<file path="src/logic/dac_ctrl_pkg.sv">
// dac_ctrl_pkg: register map, field layout and reset values of the converter controller.
// assumes a 32-bit plain register port and a single master clock.
package dac_ctrl_pkg;
	localparam logic [7:0]  off_control_command  = 8'h00;
	localparam logic [7:0]  off_mode_config      = 8'h04;
	localparam logic [7:0]  off_sample_data      = 8'h08;
	localparam logic [7:0]  off_irq_enable_set   = 8'h0c;
	localparam logic [7:0]  off_irq_enable_clear = 8'h10;
	localparam logic [7:0]  off_irq_mask_view    = 8'h14;
	localparam logic [7:0]  off_irq_status_view  = 8'h18;
	localparam logic [7:0]  off_protect_mode     = 8'he4;
	localparam logic [7:0]  off_protect_status   = 8'he8;

	localparam int          soft_reset_pos       = 0;
	localparam int          ext_trig_en_pos      = 0;
	localparam int          trig_sel_lsb         = 1;
	localparam int          conv_en_pos          = 4;
	localparam int          word_pos             = 5;
	localparam int          startup_lsb          = 8;
	localparam int          divider_lsb          = 16;
	localparam int          protect_key_lsb      = 8;
	localparam int          fault_addr_lsb       = 8;
	localparam int          ready_pos            = 0;
	localparam int          empty_pos            = 2;

	localparam logic [23:0] protect_key_value    = 24'h44_4143;
	localparam logic [31:0] mode_reset           = 32'h0000_0000;
	localparam logic [31:0] mode_writable        = 32'hffff_ff3f;
	localparam logic [2:0]  irq_bits_mask        = 3'h7;
	localparam logic [2:0]  trig_sel_pin         = 3'h0;
	localparam int          fifo_depth           = 4;
	localparam int          sample_width         = 10;
	localparam int          second_lsb           = 16;
endpackage : dac_ctrl_pkg

</file>
<file path="src/logic/dac_sample_controller.sv">
// dac_sample_controller: register port, sample FIFO, trigger logic and converter feed.
// assumes a plain register master on mclk; trigger pins arrive asynchronously.
// Operation
// - internal mode converts when enabled, data queued and divider tick occurs
// - internal tick period equals divider value times master clock period
// - external mode holds each pending sample until selected source rises
// - external enable bit 0 free running, 1 external trigger mode
// - source select 0 pin, 1 to 3 timer channels, 4 to 7 reserved
// - waiting samples sit in a four half-word FIFO
// - samples not converted at once are queued; a write to a full FIFO is not blocked and overwrites an entry
// - ready flag high while a write can be accepted, low when full; here it is also held low while the converter is off
// - half-word mode takes one sample from bits 9 to 0
// - word mode takes bits 9 to 0 first, then 25 to 16
// - startup delay is startup field plus one clock periods
// - converter enable bit switches converter off at 0, on at 1
// - writing 1 to soft reset bit resets controller like hardware reset; here the pin synchronisers and edge flop keep their state
// - protected mode writes are cancelled, error flagged, address recorded
// - protect enable changes only with key matching, else whole write cancelled
// - all conversion timing derives from the master clock
//
// Chosen here: the strobed register port.
`timescale 1ns/1ps
`default_nettype none
module dac_sample_controller
	import dac_ctrl_pkg::*;
(
	// clock and reset
	input  wire logic        mclk,
	input  wire logic        rst_n,
	// register port
	input  wire logic [7:0]  addr,
	input  wire logic [31:0] wdata,
	input  wire logic        wr,
	input  wire logic        rd,
	output var  logic [31:0] rdata,
	// trigger sources
	input  wire logic        external_trigger_pin,
	input  wire logic [2:0]  timer_out,
	// converter side
	output var  logic [9:0]  analog_out_pin,
	output var  logic        sample_strobe,
	output var  logic        converter_enable,
	output var  logic        transmit_ready_flag
);
	typedef enum logic [1:0] {st_off = 2'b00, st_start = 2'b01, st_run = 2'b11} phase_e;

	// trigger source choice, reserved codes give no source
	function automatic logic pick_source(input logic [2:0] sel, input logic [3:0] src);
		logic r;
		r = 1'b0;
		if (sel < 3'h4)
			r = src[sel[1:0]];
		return r;
	endfunction : pick_source

	// write strobe aimed at one register offset
	function automatic logic write_to(input logic w, input logic [7:0] a, input logic [7:0] target);
		return w && a == target;
	endfunction : write_to

	// synchronisers
	logic [3:0]  sync1;
	logic [3:0]  sync2;
	logic [3:0]  sync3;
	logic [3:0]  stable;
	logic [3:0]  next_stable;
	logic        sel_prev;
	logic        next_sel_prev;

	// registers
	logic [31:0] mode;
	logic [31:0] next_mode;
	logic        protect_enable;
	logic        next_protect_enable;
	logic        protect_error_flag;
	logic        next_protect_error_flag;
	logic [7:0]  protect_fault_address;
	logic [7:0]  next_protect_fault_address;
	logic [2:0]  irq_mask;
	logic [2:0]  next_irq_mask;
	logic [31:0] next_rdata;

	// FIFO
	logic [9:0]  fifo_mem [fifo_depth];
	logic [9:0]  next_fifo_mem [fifo_depth];
	logic [1:0]  wr_ptr;
	logic [1:0]  next_wr_ptr;
	logic [1:0]  rd_ptr;
	logic [1:0]  next_rd_ptr;
	logic [2:0]  count;
	logic [2:0]  next_count;

	// timing
	phase_e      phase;
	phase_e      next_phase;
	logic [15:0] div_cnt;
	logic [15:0] next_div_cnt;
	logic [7:0]  start_cnt;
	logic [7:0]  next_start_cnt;
	logic [9:0]  next_analog;
	logic        next_strobe;
	logic        next_ready;

	logic        soft_reset;
	logic        sel_now;
	logic        trig_event;
	logic        tick;
	logic        pop;
	logic        data_wr;
	logic [2:0]  push_n;
	logic        mode_blocked;
	logic [3:0]  slots_after;

	assign soft_reset   = write_to(wr, addr, off_control_command) && wdata[soft_reset_pos];
	assign data_wr      = write_to(wr, addr, off_sample_data);
	assign mode_blocked = write_to(wr, addr, off_mode_config) && protect_enable;

	// pin inputs: three flops, change accepted when second and third agree
	// a one-cycle runt seen by only one of the two never reaches stable
	always_ff @(posedge mclk or negedge rst_n)
	begin
		if (!rst_n)
		begin
			sync1    <= 4'h0;
			sync2    <= 4'h0;
			sync3    <= 4'h0;
			stable   <= 4'h0;
			sel_prev <= 1'b0;
		end
		else
		begin
			sync1    <= {timer_out, external_trigger_pin};
			sync2    <= sync1;
			sync3    <= sync2;
			stable   <= next_stable;
			sel_prev <= next_sel_prev;
		end
	end

	genvar g;
	generate
		for (g = 0; g < 4; g++)
		begin : g_filter
			always_comb
			begin
				next_stable[g] = (sync2[g] == sync3[g]) ? sync3[g] : stable[g];
			end
		end
	endgenerate

	assign sel_now = pick_source(mode[trig_sel_lsb +: 3], stable);

	always_comb
	begin
		next_sel_prev = sel_now;
	end

	// rising edge on the chosen source
	assign trig_event = sel_now && !sel_prev;

	// internal tick every divider cycles; zero treated as one
	assign tick = (div_cnt == 16'h0000);

	// pick internal or external cause; bit low means free running
	// pop only once startup has elapsed
	// enable checked too: phase leaves run one edge after a disable
	assign pop = phase == st_run && mode[conv_en_pos] && count != 3'h0
		&& (mode[ext_trig_en_pos] ? trig_event : tick);

	// register and protection logic
	always_comb
	begin
		next_mode                  = mode;
		next_protect_enable        = protect_enable;
		next_protect_error_flag    = protect_error_flag;
		next_protect_fault_address = protect_fault_address;
		next_irq_mask              = irq_mask;
		next_rdata                 = 32'h0000_0000;
		// unmapped offsets ignore writes and read as zero
		if (wr)
		begin
			unique case (addr)
				off_mode_config:
				begin
					// protected mode write cancelled and recorded
					if (protect_enable)
					begin
						next_protect_error_flag    = 1'b1;
						next_protect_fault_address = addr;
					end
					else
						next_mode = wdata & mode_writable;
				end
				off_protect_mode:
				begin
					// key must match or the write is dropped
					if (wdata[protect_key_lsb +: 24] == protect_key_value)
						next_protect_enable = wdata[0];
				end
				off_irq_enable_set:
					next_irq_mask = irq_mask | (wdata[2:0] & irq_bits_mask);
				off_irq_enable_clear:
					next_irq_mask = irq_mask & ~wdata[2:0];
				default:
					next_rdata = 32'h0000_0000;
			endcase
		end
		if (rd)
		begin
			unique case (addr)
				off_mode_config:
					next_rdata = mode;
				off_irq_mask_view:
					next_rdata = {29'h0, irq_mask};
				off_irq_status_view:
					next_rdata = {29'h0, count == 3'h0, 1'b0, transmit_ready_flag};
				off_protect_mode:
					next_rdata = {31'h0, protect_enable};
				off_protect_status:
				begin
					next_rdata = {16'h0, protect_fault_address, 7'h0, protect_error_flag};
					// status clears on read; a new violation in the same cycle wins
					if (!mode_blocked)
					begin
						next_protect_error_flag    = 1'b0;
						next_protect_fault_address = 8'h00;
					end
				end
				default:
					next_rdata = 32'h0000_0000;
			endcase
		end
	end

	// FIFO, four entries; writes queue; /packing
	always_comb
	begin
		for (int i = 0; i < fifo_depth; i++)
			next_fifo_mem[i] = fifo_mem[i];
		next_wr_ptr = wr_ptr;
		push_n      = 3'h0;
		if (data_wr)
		begin
			next_fifo_mem[wr_ptr] = wdata[sample_width - 1:0];
			next_wr_ptr           = wr_ptr + 2'h1;
			push_n                = 3'h1;
			if (mode[word_pos])
			begin
				next_fifo_mem[wr_ptr + 2'h1] = wdata[second_lsb +: sample_width];
				next_wr_ptr                  = wr_ptr + 2'h2;
				push_n                       = 3'h2;
			end
		end
		// count is a bit wider than the pointers so full and empty differ
		next_rd_ptr = pop ? rd_ptr + 2'h1 : rd_ptr;
		next_count  = count + push_n - {2'h0, pop};
		next_analog = pop ? fifo_mem[rd_ptr] : analog_out_pin;
		next_strobe = pop;
	end

	// startup (field+1) cycles, enable, mclk only
	always_comb
	begin
		next_phase     = phase;
		next_start_cnt = start_cnt;
		// free-running, so the tick phase does not depend on when data arrives
		if (div_cnt != 16'h0000)
			next_div_cnt = div_cnt - 16'h0001;
		else if (mode[divider_lsb +: 16] == 16'h0000)
			next_div_cnt = 16'h0000;
		else
			next_div_cnt = mode[divider_lsb +: 16] - 16'h0001;
		unique case (phase)
			st_off:
				if (mode[conv_en_pos])
				begin
					next_phase     = st_start;
					next_start_cnt = mode[startup_lsb +: 8];
				end
			st_start:
				if (!mode[conv_en_pos])
					next_phase = st_off;
				else if (start_cnt == 8'h00)
					next_phase = st_run;
				else
					next_start_cnt = start_cnt - 8'h01;
			st_run:
				if (!mode[conv_en_pos])
					next_phase = st_off;
			default:
				next_phase = st_off;
		endcase
		// ready while not full and enabled; word mode needs two slots
		// low until the converter is enabled
		slots_after = {1'b0, next_count} + (next_mode[word_pos] ? 4'h2 : 4'h1);
		// a word write needs two free entries or its second half would overwrite the oldest entry
		next_ready  = next_mode[conv_en_pos] && slots_after <= 4'(fifo_depth);
	end

	// soft reset acts as a hardware reset on the next edge
	always_ff @(posedge mclk or negedge rst_n)
	begin
		if (!rst_n)
		begin
			mode                  <= mode_reset;
			protect_enable        <= 1'b0;
			protect_error_flag    <= 1'b0;
			protect_fault_address <= 8'h00;
			irq_mask              <= 3'h0;
			rdata                 <= 32'h0000_0000;
			wr_ptr                <= 2'h0;
			rd_ptr                <= 2'h0;
			count                 <= 3'h0;
			phase                 <= st_off;
			div_cnt               <= 16'h0000;
			start_cnt             <= 8'h00;
			analog_out_pin        <= 10'h000;
			sample_strobe         <= 1'b0;
			converter_enable      <= 1'b0;
			transmit_ready_flag   <= 1'b0;
			for (int i = 0; i < fifo_depth; i++)
				fifo_mem[i] <= 10'h000;
		end
		else if (soft_reset)
		begin
			mode                  <= mode_reset;
			protect_enable        <= 1'b0;
			protect_error_flag    <= 1'b0;
			protect_fault_address <= 8'h00;
			irq_mask              <= 3'h0;
			rdata                 <= 32'h0000_0000;
			wr_ptr                <= 2'h0;
			rd_ptr                <= 2'h0;
			count                 <= 3'h0;
			phase                 <= st_off;
			div_cnt               <= 16'h0000;
			start_cnt             <= 8'h00;
			analog_out_pin        <= 10'h000;
			sample_strobe         <= 1'b0;
			converter_enable      <= 1'b0;
			transmit_ready_flag   <= 1'b0;
			for (int i = 0; i < fifo_depth; i++)
				fifo_mem[i] <= 10'h000;
		end
		else
		begin
			mode                  <= next_mode;
			protect_enable        <= next_protect_enable;
			protect_error_flag    <= next_protect_error_flag;
			protect_fault_address <= next_protect_fault_address;
			irq_mask              <= next_irq_mask;
			rdata                 <= next_rdata;
			wr_ptr                <= next_wr_ptr;
			rd_ptr                <= next_rd_ptr;
			count                 <= next_count;
			phase                 <= next_phase;
			div_cnt               <= next_div_cnt;
			start_cnt             <= next_start_cnt;
			analog_out_pin        <= next_analog;
			sample_strobe         <= next_strobe;
			converter_enable      <= next_mode[conv_en_pos];
			transmit_ready_flag   <= next_ready;
			for (int i = 0; i < fifo_depth; i++)
				fifo_mem[i] <= next_fifo_mem[i];
		end
	end
endmodule : dac_sample_controller
`default_nettype wire

</file>
<file path="config.mk">
export PLATFORM = sky130hd
export DESIGN_NAME = dac_sample_controller
export DESIGN_NICKNAME = d
export VERILOG_FILES = /design/src/logic/dac_ctrl_pkg.sv /design/src/logic/dac_sample_controller.sv
export SDC_FILE = /design/constraint.sdc
export NUM_CORES = 1
export LEC_CHECK = 0
export BUFFER_PORTS_ARGS = -buffer_cell sky130_fd_sc_hd__buf_2
export CAP_MARGIN = 10
export CORE_ASPECT_RATIO = 0.8
export CORE_MARGIN = 2
export CORE_UTILIZATION = 49
export DETAILED_ROUTE_END_ITERATION = 16
export PLACE_DENSITY = 0.68
export SYNTH_ARGS = -nofsm -noshare
export SYNTH_HDL_FRONTEND = slang
export SYNTH_SLANG_ARGS = --single-unit
</file>
<file path="constraint.sdc">
create_clock -name mclk -period 6.1 [get_ports mclk]
set_input_delay 1.22 -clock mclk [delete_from_list [all_inputs] [get_ports mclk]]
set_output_delay 1.22 -clock mclk [all_outputs]
set_load 0.02 [all_outputs]
</file>
**Yosys cells after proc, flatten, opt, wreduce, memory -nomap -nowiden**

Index checks and enable logic that the tools add are counted.

- Flip-flop bits (word level): 180
- Input port bits: 48
- Output and inout bits: 45
- Word-level logic and storage cells: 179

- $add $sub $neg: 9
- Magnitude comparators: 8
- Equal/unequal tests: 21
- Muxes and demuxes: 72
- Bitwise operators: 6
- Reductions and logical operators: 34

Operators by type and width:

| cell | number |
|---|---|
| 32-bit two-way mux | 6 |
| 32-bit case mux with 5 select lines | 1 |
| 40-bit two-way mux | 3 |
| 8-bit two-way mux | 11 |
| 40-bit bitwise mux | 2 |
| 10-bit two-way mux | 6 |
| 16-bit two-way mux | 3 |
| 10-bit demux with 2-bit select | 2 |
| 16-bit zero test | 2 |
| 16-bit by 1-bit subtractor with 16-bit output (second input constant) | 2 |
| 2-bit two-way mux | 13 |
| 24-bit by 23-bit == test with 1-bit output (second input constant) | 1 |
| 8-bit by 5-bit == test with 1-bit output (second input constant) | 3 |
| 10-bit binary-select mux with 2-bit select | 1 |
| 1-bit two-way mux | 17 |
| 8-bit by 4-bit == test with 1-bit output (second input constant) | 2 |
| 8-bit == test (second input constant) | 2 |
| 8-bit zero test | 2 |
| 8-bit case mux with 2 select lines | 1 |
| 16-bit nonzero test | 1 |
| 1-bit logical AND | 12 |
| 3-bit inequality test (second input constant) | 4 |
| 2-bit nonzero test | 6 |
| 3-bit greater-or-equal comparator (second input constant) | 3 |
| other kinds (31) | 44 |

**Logic depth before layout (Yosys ltp)**

Gate-level depths: netlist of the first run.

- Depth after elaboration: 11
- Gate-level depth with buffers: 17
- Mapped depth without buffers: 15

**Worst setup path after synthesis of the first run**

OpenSTA, ideal clock, no wires.

- Path kind: input to register
- From: input port addr[2]
- To: register transmit_ready_flag
- Setup time: 0.123 ns
- Data arrival time: 4.329 ns
- Required time: 5.977 ns
- Path slack: 1.648 ns
- Cell stages on the path: 11
- Path buffers: 3
- Cell sequence: buf_2 or4b_1 buf_2 nor3_2 buf_2 nand2_1 ha_1 fa_1 fa_1 nor2b_1 o221a_2

- Cells in the longest elaborated chain, start to end: 9
- Elaborated cells on any way between the ends: 16
- Those cells by class: add/sub (3); order compare (1); eq/ne (2); mux (5); reduce/logical (5)

RTL lines:

| item | line | text |
|---|---|---|
| from (decl) | dac_sample_controller.sv:31 | `input wire logic [7:0] addr,` |
| 8-bit by 4-bit == test with 1-bit output | dac_sample_controller.sv:58 | `return w && a == target;` |
| 1-bit logical AND | dac_sample_controller.sv:58 |  |
| 2-bit two-way mux | dac_sample_controller.sv:242 | `if (data_wr)` |
| 3-bit adder | dac_sample_controller.sv:256 | `next_count = count + push_n - {2'h0, pop};` |
| 3-bit by 1-bit subtractor with 3-bit output | dac_sample_controller.sv:256 |  |
| 3-bit by 2-bit adder with 4-bit output | dac_sample_controller.sv:295 | `slots_after = {1'b0, next_count} + (next_mode[word_pos] ? 4'h2 : 4'h1);` |
| 4-bit by 3-bit less-or-equal comparator with 1-bit output | dac_sample_controller.sv:297 | `next_ready = next_mode[conv_en_pos] && slots_after <= 4'(fifo_depth);` |
| 1-bit logical AND | dac_sample_controller.sv:297 |  |
| 1-bit two-way mux (*) | dac_sample_controller.sv:324 | `else if (soft_reset)` |
| to (signal assigned) | dac_sample_controller.sv:362 | `transmit_ready_flag <= next_ready;` |
| to (decl) | dac_sample_controller.sv:43 | `output var logic transmit_ready_flag` |

Mark *: on every way between the ends. The rest lies on a longest branch, timed or not. The select of a mux whose other input is x is not followed.
A chain may end at the register's enable or synchronous reset.

**Final worst setup path of the first run**

Same ends and word-level chain as after synthesis.

==> results of run 1 <==
==> power by group through the flow <==
stage / Combinational [uW] / Sequential [uW] / Clock, uW
2_1_floorplan: 319 / 1330 / 0
3_3_place_gp: 426 / 1360 / 0
3_5_place_dp: 431 / 1360 / 0
4_1_cts: 434 / 1340 / 1090
5_1_grt: 495 / 1350 / 1140
6_report: 435 / 1340 / 1070
==> cells in the final DEF, fill, tap and decap left out, types with 15 or more instances in the layout <==
cell,instances
a211oi_1,40
a21oi_1,37
a22o_1,17
and3_1,15
buf_2,91
clkbuf_16,17
dfrtp_1,176
ha_1,15
inv_1,18
nand2_1,66
nand3_1,25
nand3b_1,43
nor2_1,99
nor3_1,19
o21ai_0,66
xor2_1,15
==> logic make-up after synthesis <==
group                    after synthesis
buffers and inverters                 74
other                                  1
adder cells (fa/ha/maj)               21
flip-flops                           176
multiplexers                          21
AO/OA/AOI/OAI                        208
XOR/XNOR                              25
AND/OR/NAND/NOR                      345
==> flip-flops by register name, summed over array words and instances, names as in the netlist, 2 cells and up <==
signal,count
analog_out_pin,10
wr_ptr,2
mode,30
start_cnt,8
irq_mask,3
phase,2
sync2,4
rd_ptr,2
protect_fault_address,8
fifo_mem,40
div_cnt,16
stable,4
sync3,4
sync1,4
count,3
rdata,31
==> cell usage after synthesis (all sizes together) (5+ instances only) <==
library cell,n
dfrtp,176
nor2,100
o21ai,67
nand2,66
nand3b,43
a211oi,40
a21oi,37
buf,30
clkbuf,26
nor3,26
nand3,25
inv,18
a22o,17
and3,16
ha,15
xor2,15
nor4,13
a22oi,11
mux2i,11
mux4,10
xnor2,10
and2,9
nor2b,7
nor4b,7
or3,7
o22ai,6
a2bb2oi,5
nand2b,5
or4,5
==> worst paths after layout <==
check                                           end  slack (ps)  depth (start not counted)
worst min register to register             sync2[3]         350                          0
max in group asynchronous              fifo_mem[11]        4070                          2
worst min-delay path                       sync2[3]         350                          0
worst max-delay path            transmit_ready_flag        1700                         10
worst max register to register  transmit_ready_flag        2060                         15
min in group asynchronous                  sync1[3]         870                          1
==> per-layer routing <==
metal	vias to the layer above	track usage	wire length, um	part of all wire
met3	26	0.04315	1382	0.062
met4	0	0.07185	340	0.015
met5	-	0	0	0
li1	3281	-	-	-
met2	249	0.3820	10230	0.46
met1	3437	0.3649	10510	0.47
==> through the flow <==
stage,area (um2),power (uW),cells
floorplan,8797,1653,871
global placement,9371,1784,1142
detailed placement,9371,1792,1142
CTS,9942,2867,1173
global route,9942,2986,1173
finish,9942,2852,1173
==> layout make-up <==
class / instances / area share
Multi-Input combinational cell: 621 / 0.4100
Clock buffer: 20 / 0.04392
Timing Repair Buffer: 102 / 0.05449
Sequential cell: 176 / 0.4430
Clock inverter: 11 / 0.01347
Inverter: 18 / 0.006796
Tap cell: 225 / 0.02832
==> worst max-delay path, delay by kind of cell <==
family	cells	cell delay [ps]
buf+inv	2	570
compound gates	1	230
fa+ha+maj	3	1380
simple gates	4	1310
==> results.ini, run 1 <==
[synthesis]
synth_top_cell_area_share = 0.5006
synth_warnings = 0
synthSimpleGateAreaFrac = 0.2152
synth_cell_types = 68
synth_nets = 936
ys_top_cells_by_area = dfrtp_1 50%, nor2_1 4.2%, o21ai_0 3.8%
syn_inst = 871
synth_area_leader_cell = dfrtp_1
syn_avg_cell_area_um2 = 10.10
synth_edf_count = 0
synth_mux_area_frac = 0.03812
synth_area_mm2 = 0.008797
synth_compound_area_frac = 0.1536
synthXorXnorAreaFrac = 0.02489
synth_top_family_by_area = simple AND/OR/NAND/NOR gates
ys.flop_type = dfrtp_1
ys_ff_latch = 176
synth-async-reset-ratio = 1.000
synth_fa_ha_area_frac = 0.03044
yosysSeqAreaShare = 0.5006

[sta]
worst_slack_ps = 1698
layout_min_cycle_time_ps = 4402
relSlewSlack = 0.2491
fin_hold_ws_ps = 347.2
setup-violations-final = 0
tightestPinTransition_ps = 1124
finalHoldViolations = 0
rsz0062_at_grt = no
drv_slew = 0
clock_skew_ps = 8.480
finalCritPeriodShare = 0.7216
fin_tns_setup_ps = 0
fmax_mhz = 227.2

[power]
intPower_uw = 2041
p_seq_frac = 0.471
p_sw_frac = 0.2843
powerDensity_mw_per_mm2 = 286.8
pwr-share-clk = 0.376
p_leak_uw = 0.004458
p_sw_uw = 810.6
ir_drop_uv = 230.4
p_comb_frac = 0.153

[worst_setup_path]
worstSetupEndpointType = flop
crit_path_frequent_cell = fa_1
worstPathArrival_ps = 4720
rr_startpoint = div_cnt[0]
worstPathCellList = buf_2 -> or4b_1 -> nor3_4 -> buf_4 -> nand2_1 -> ha_1 -> fa_1 -> fa_1 -> nor2b_1 -> o221a_2
critPathSlowestCell = or4b_1
startpoint = addr[2]
crit_required_ps = 6420
max_stage_delay_ps = 830
startpoint_type = primary input
worstSetupPathType = primary input to flop
path_max_fanout = 42

[routing]
ant_nets = 0
initialDrtViolationCount = 656
firstDrtPassIters = 6
drt-total-wl_mm = 22.46
wl_per_cell_um = 19.15
vias_per_cell = 5.962
vias = 6993
drc = 0

[clock_tree]
ctsLongestPathBuffers = 2
clk_pin_slew_ps = 70
cts_root_buffer = clkbuf_16
cts_tree = done
clkLatencyLatePin_ps = 430
hold_buffers = 0
cts_resized = 0
numCtsBuffers = 17
cts.htree.levels = 4
post_cts_buffers = 0
cts_sinks = 176

[placed_design]
dp_slack_ps = 1243
place_hpwl_mm = 15.47
portBuffers = 92
place_congestion = 0.8675

[grt]
grt_use_total = 0.2480
overflow = 0
antenna_found_initial = 0
grt_pass1_wl_mm = 36.53
grt_pass1_vias = 6671
grt_max_degree = 93

[layout]
n_antenna_cell = 0
drive_above_1_share = 0.1667
register_area_mm2 = 0.004404
syn_to_final_growth_pct = 13.01
fillers = 1467
nNetsFinal = 1001
multi_input_area_mm2 = 0.004076
utilization = 0.5686

[outcome]
status = complete, no violations

[die]
die-area_mm2 = 0.01905
rows = 43
die_h_um = 123.8
core_area_mm2 = 0.01749
start_util = 0.5031
io_pins = 93
die_w_um = 153.8

[min_path]
hold_path_startpoint = sync1[3]
min_path_type = flop to flop

[run]
maxCapViolations = 0

Power figures use the tool's default switching activity.
==> inputs of run 2 (changes only) <==
==> constraint.sdc (replaced) <==
create_clock -name mclk -period 4.45 [get_ports mclk]
set_input_delay 0.89 -clock mclk [delete_from_list [all_inputs] [get_ports mclk]]
set_output_delay 0.89 -clock mclk [all_outputs]
set_load 0.02 [all_outputs]
==> results.ini, run 2 (synthesis gave the netlist of run 1 again) <==
[worst_setup_path]
crit_required_ps = 4760
reg2regPathDepth = 14
worstSetupEndpointType = flop
path_max_fanout = 7
worstPathCellList = inv_1 -> ha_1 -> nor4b_1 -> and4_1 -> a32oi_1 -> inv_1 -> ha_1 -> inv_1 -> ha_1 -> inv_1 -> fa_1 -> fa_1 -> nor2b_1 -> o221a_2
worstSetupPathType = flop to flop
crit_path_frequent_cell = inv_1
rr_startpoint = div_cnt[0]
max_stage_delay_ps = 550
critPathBufInv = 4
startpoint_type = flop
reg2reg_to = transmit_ready_flag
reg2reg_setup_slack_ps = 640
worstPathArrival_ps = 4120
path_delay_family = adder cells
critPathSlowestCell = fa_1

[routing]
vias = 7005
wl_per_cell_um = 19.43
drc = 0
drt-total-wl_mm = 22.85
ant_nets = 0
vias_per_cell = 5.957
initialDrtViolationCount = 815
firstDrtPassIters = 6

[clock_tree]
cts.htree.levels = 4
post_cts_buffers = 0
clkLatencyLatePin_ps = 430
clk_pin_slew_ps = 60
cts_resized = 0
cts_sinks = 176
numCtsBuffers = 17
cts_tree = done
hold_buffers = 0
ctsLongestPathBuffers = 2
cts_root_buffer = clkbuf_16

[die]
die_h_um = 123.8
start_util = 0.5031
rows = 43
die-area_mm2 = 0.01905
die_w_um = 153.8
io_pins = 93
core_area_mm2 = 0.01749

[grt]
use_met2 = 0.3742
grt_use_total = 0.2505
overflow = 0
grt_busiest_layer = met2
grt_pass1_wl_mm = 36.67
antenna_found_initial = 0
grt_max_degree = 177
grtUsageMet3 = 0.06193
grt_pass1_vias = 6581
grtUsageMet1 = 0.3683

[placed_design]
portBuffers = 92
dp_slack_ps = 497.6
place_hpwl_mm = 15.47
place_congestion = 0.8784

[layout]
fillers = 1568
largest_reg_flops = 40
final_common_cell = dfrtp_1
utilization = 0.5720
nNetsFinal = 1003
mostFrequentLayoutCells = 176 x dfrtp_1, 99 x nor2_1, 91 x buf_2
syn_to_final_growth_pct = 13.70
drive_above_1_share = 0.1703
top_register = fifo_mem
n_antenna_cell = 0
top_regs = fifo_mem x40, rdata x31, mode x30

[sta]
tightestPinTransition_ps = 958.9
rsz0062_at_grt = no
layout_min_cycle_time_ps = 3809
relSlewSlack = 0.3607
clock_skew_ps = 7.323
worst_slack_ps = 640.5
fmax_mhz = 262.5
fin_tns_setup_ps = 0
finalCritPeriodShare = 0.8561
setup-violations-final = 0
finalHoldViolations = 0
drv_slew = 0

[min_path]
min_path_type = flop to flop
hold_path_startpoint = sync1[3]
whs_path_depth = 0
holdPathEnd = sync2[3]

[power]
ir_drop_uv = 266.3
p_leak_uw = 0.004499
powerDensity_mw_per_mm2 = 395.1

[run]
maxCapViolations = 0

[outcome]
status = complete, no violations

## run 2: worst max path at each step
stage,end,startpoint,cells after the start
after floorplan,transmit_ready_flag,addr[2],11
after global routing,transmit_ready_flag,div_cnt[0],14
final,transmit_ready_flag,div_cnt[0],14
after global placement,transmit_ready_flag,addr[2],12
after detailed placement,transmit_ready_flag,addr[2],12
after CTS,transmit_ready_flag,div_cnt[0],14
## run 2: worst reg2reg max path: stages (launching register included)
cell     delay [ps]
dfrtp_1         430
inv_1           110
ha_1            180
nor4b_1         430
and4_1          490
a32oi_1         140
inv_1           120
ha_1            230
inv_1            60
ha_1            130
inv_1            50
fa_1            550
fa_1            420
nor2b_1         140
o221a_2         230
## run 2: layer usage
metal / vias up / part of all wire
met3: 24 / 0.073
li1: 3304 / -
met1: 3412 / 0.46
met4: 0 / 0.015
met2: 265 / 0.45
met5: - / 0
## run 2: metrics by stage
stage / hold WS [ps] / cells / power, uW / instance area, um2
final: 349.1 / 1176 / 3951 / 10000
after global routing: 354.8 / 1176 / 4141 / 10000
after CTS: 352.2 / 1176 / 3968 / 10000
after detailed placement: 334.7 / 1144 / 2468 / 9412
after global placement: 331.6 / 1144 / 2456 / 9412
after floorplan: 331.2 / 871 / 2266 / 8797
## run 2: layout make-up
class | instances | area [um2] | share of cell area
sequential | 176 | 4404 | 0.4403
multi-input combinational | 621 | 4076 | 0.4076
timing repair buffer | 104 | 581.8 | 0.05817
clock buffer | 21 | 460.4 | 0.04603
tap | 225 | 281.5 | 0.02815
clock inverter | 11 | 130.1 | 0.01301
inverter | 18 | 67.56 | 0.006755
## run 2: power by group
| part | internal (uW) | switching (uW) | leakage, uW |
|---|---|---|---|
| sequential | 1710 | 131 | 0.00234 |
| combinational | 260 | 348 | 0.00187 |
| clock | 863 | 639 | 0.000288 |
| total | 2830 | 1120 | 0.00450 |
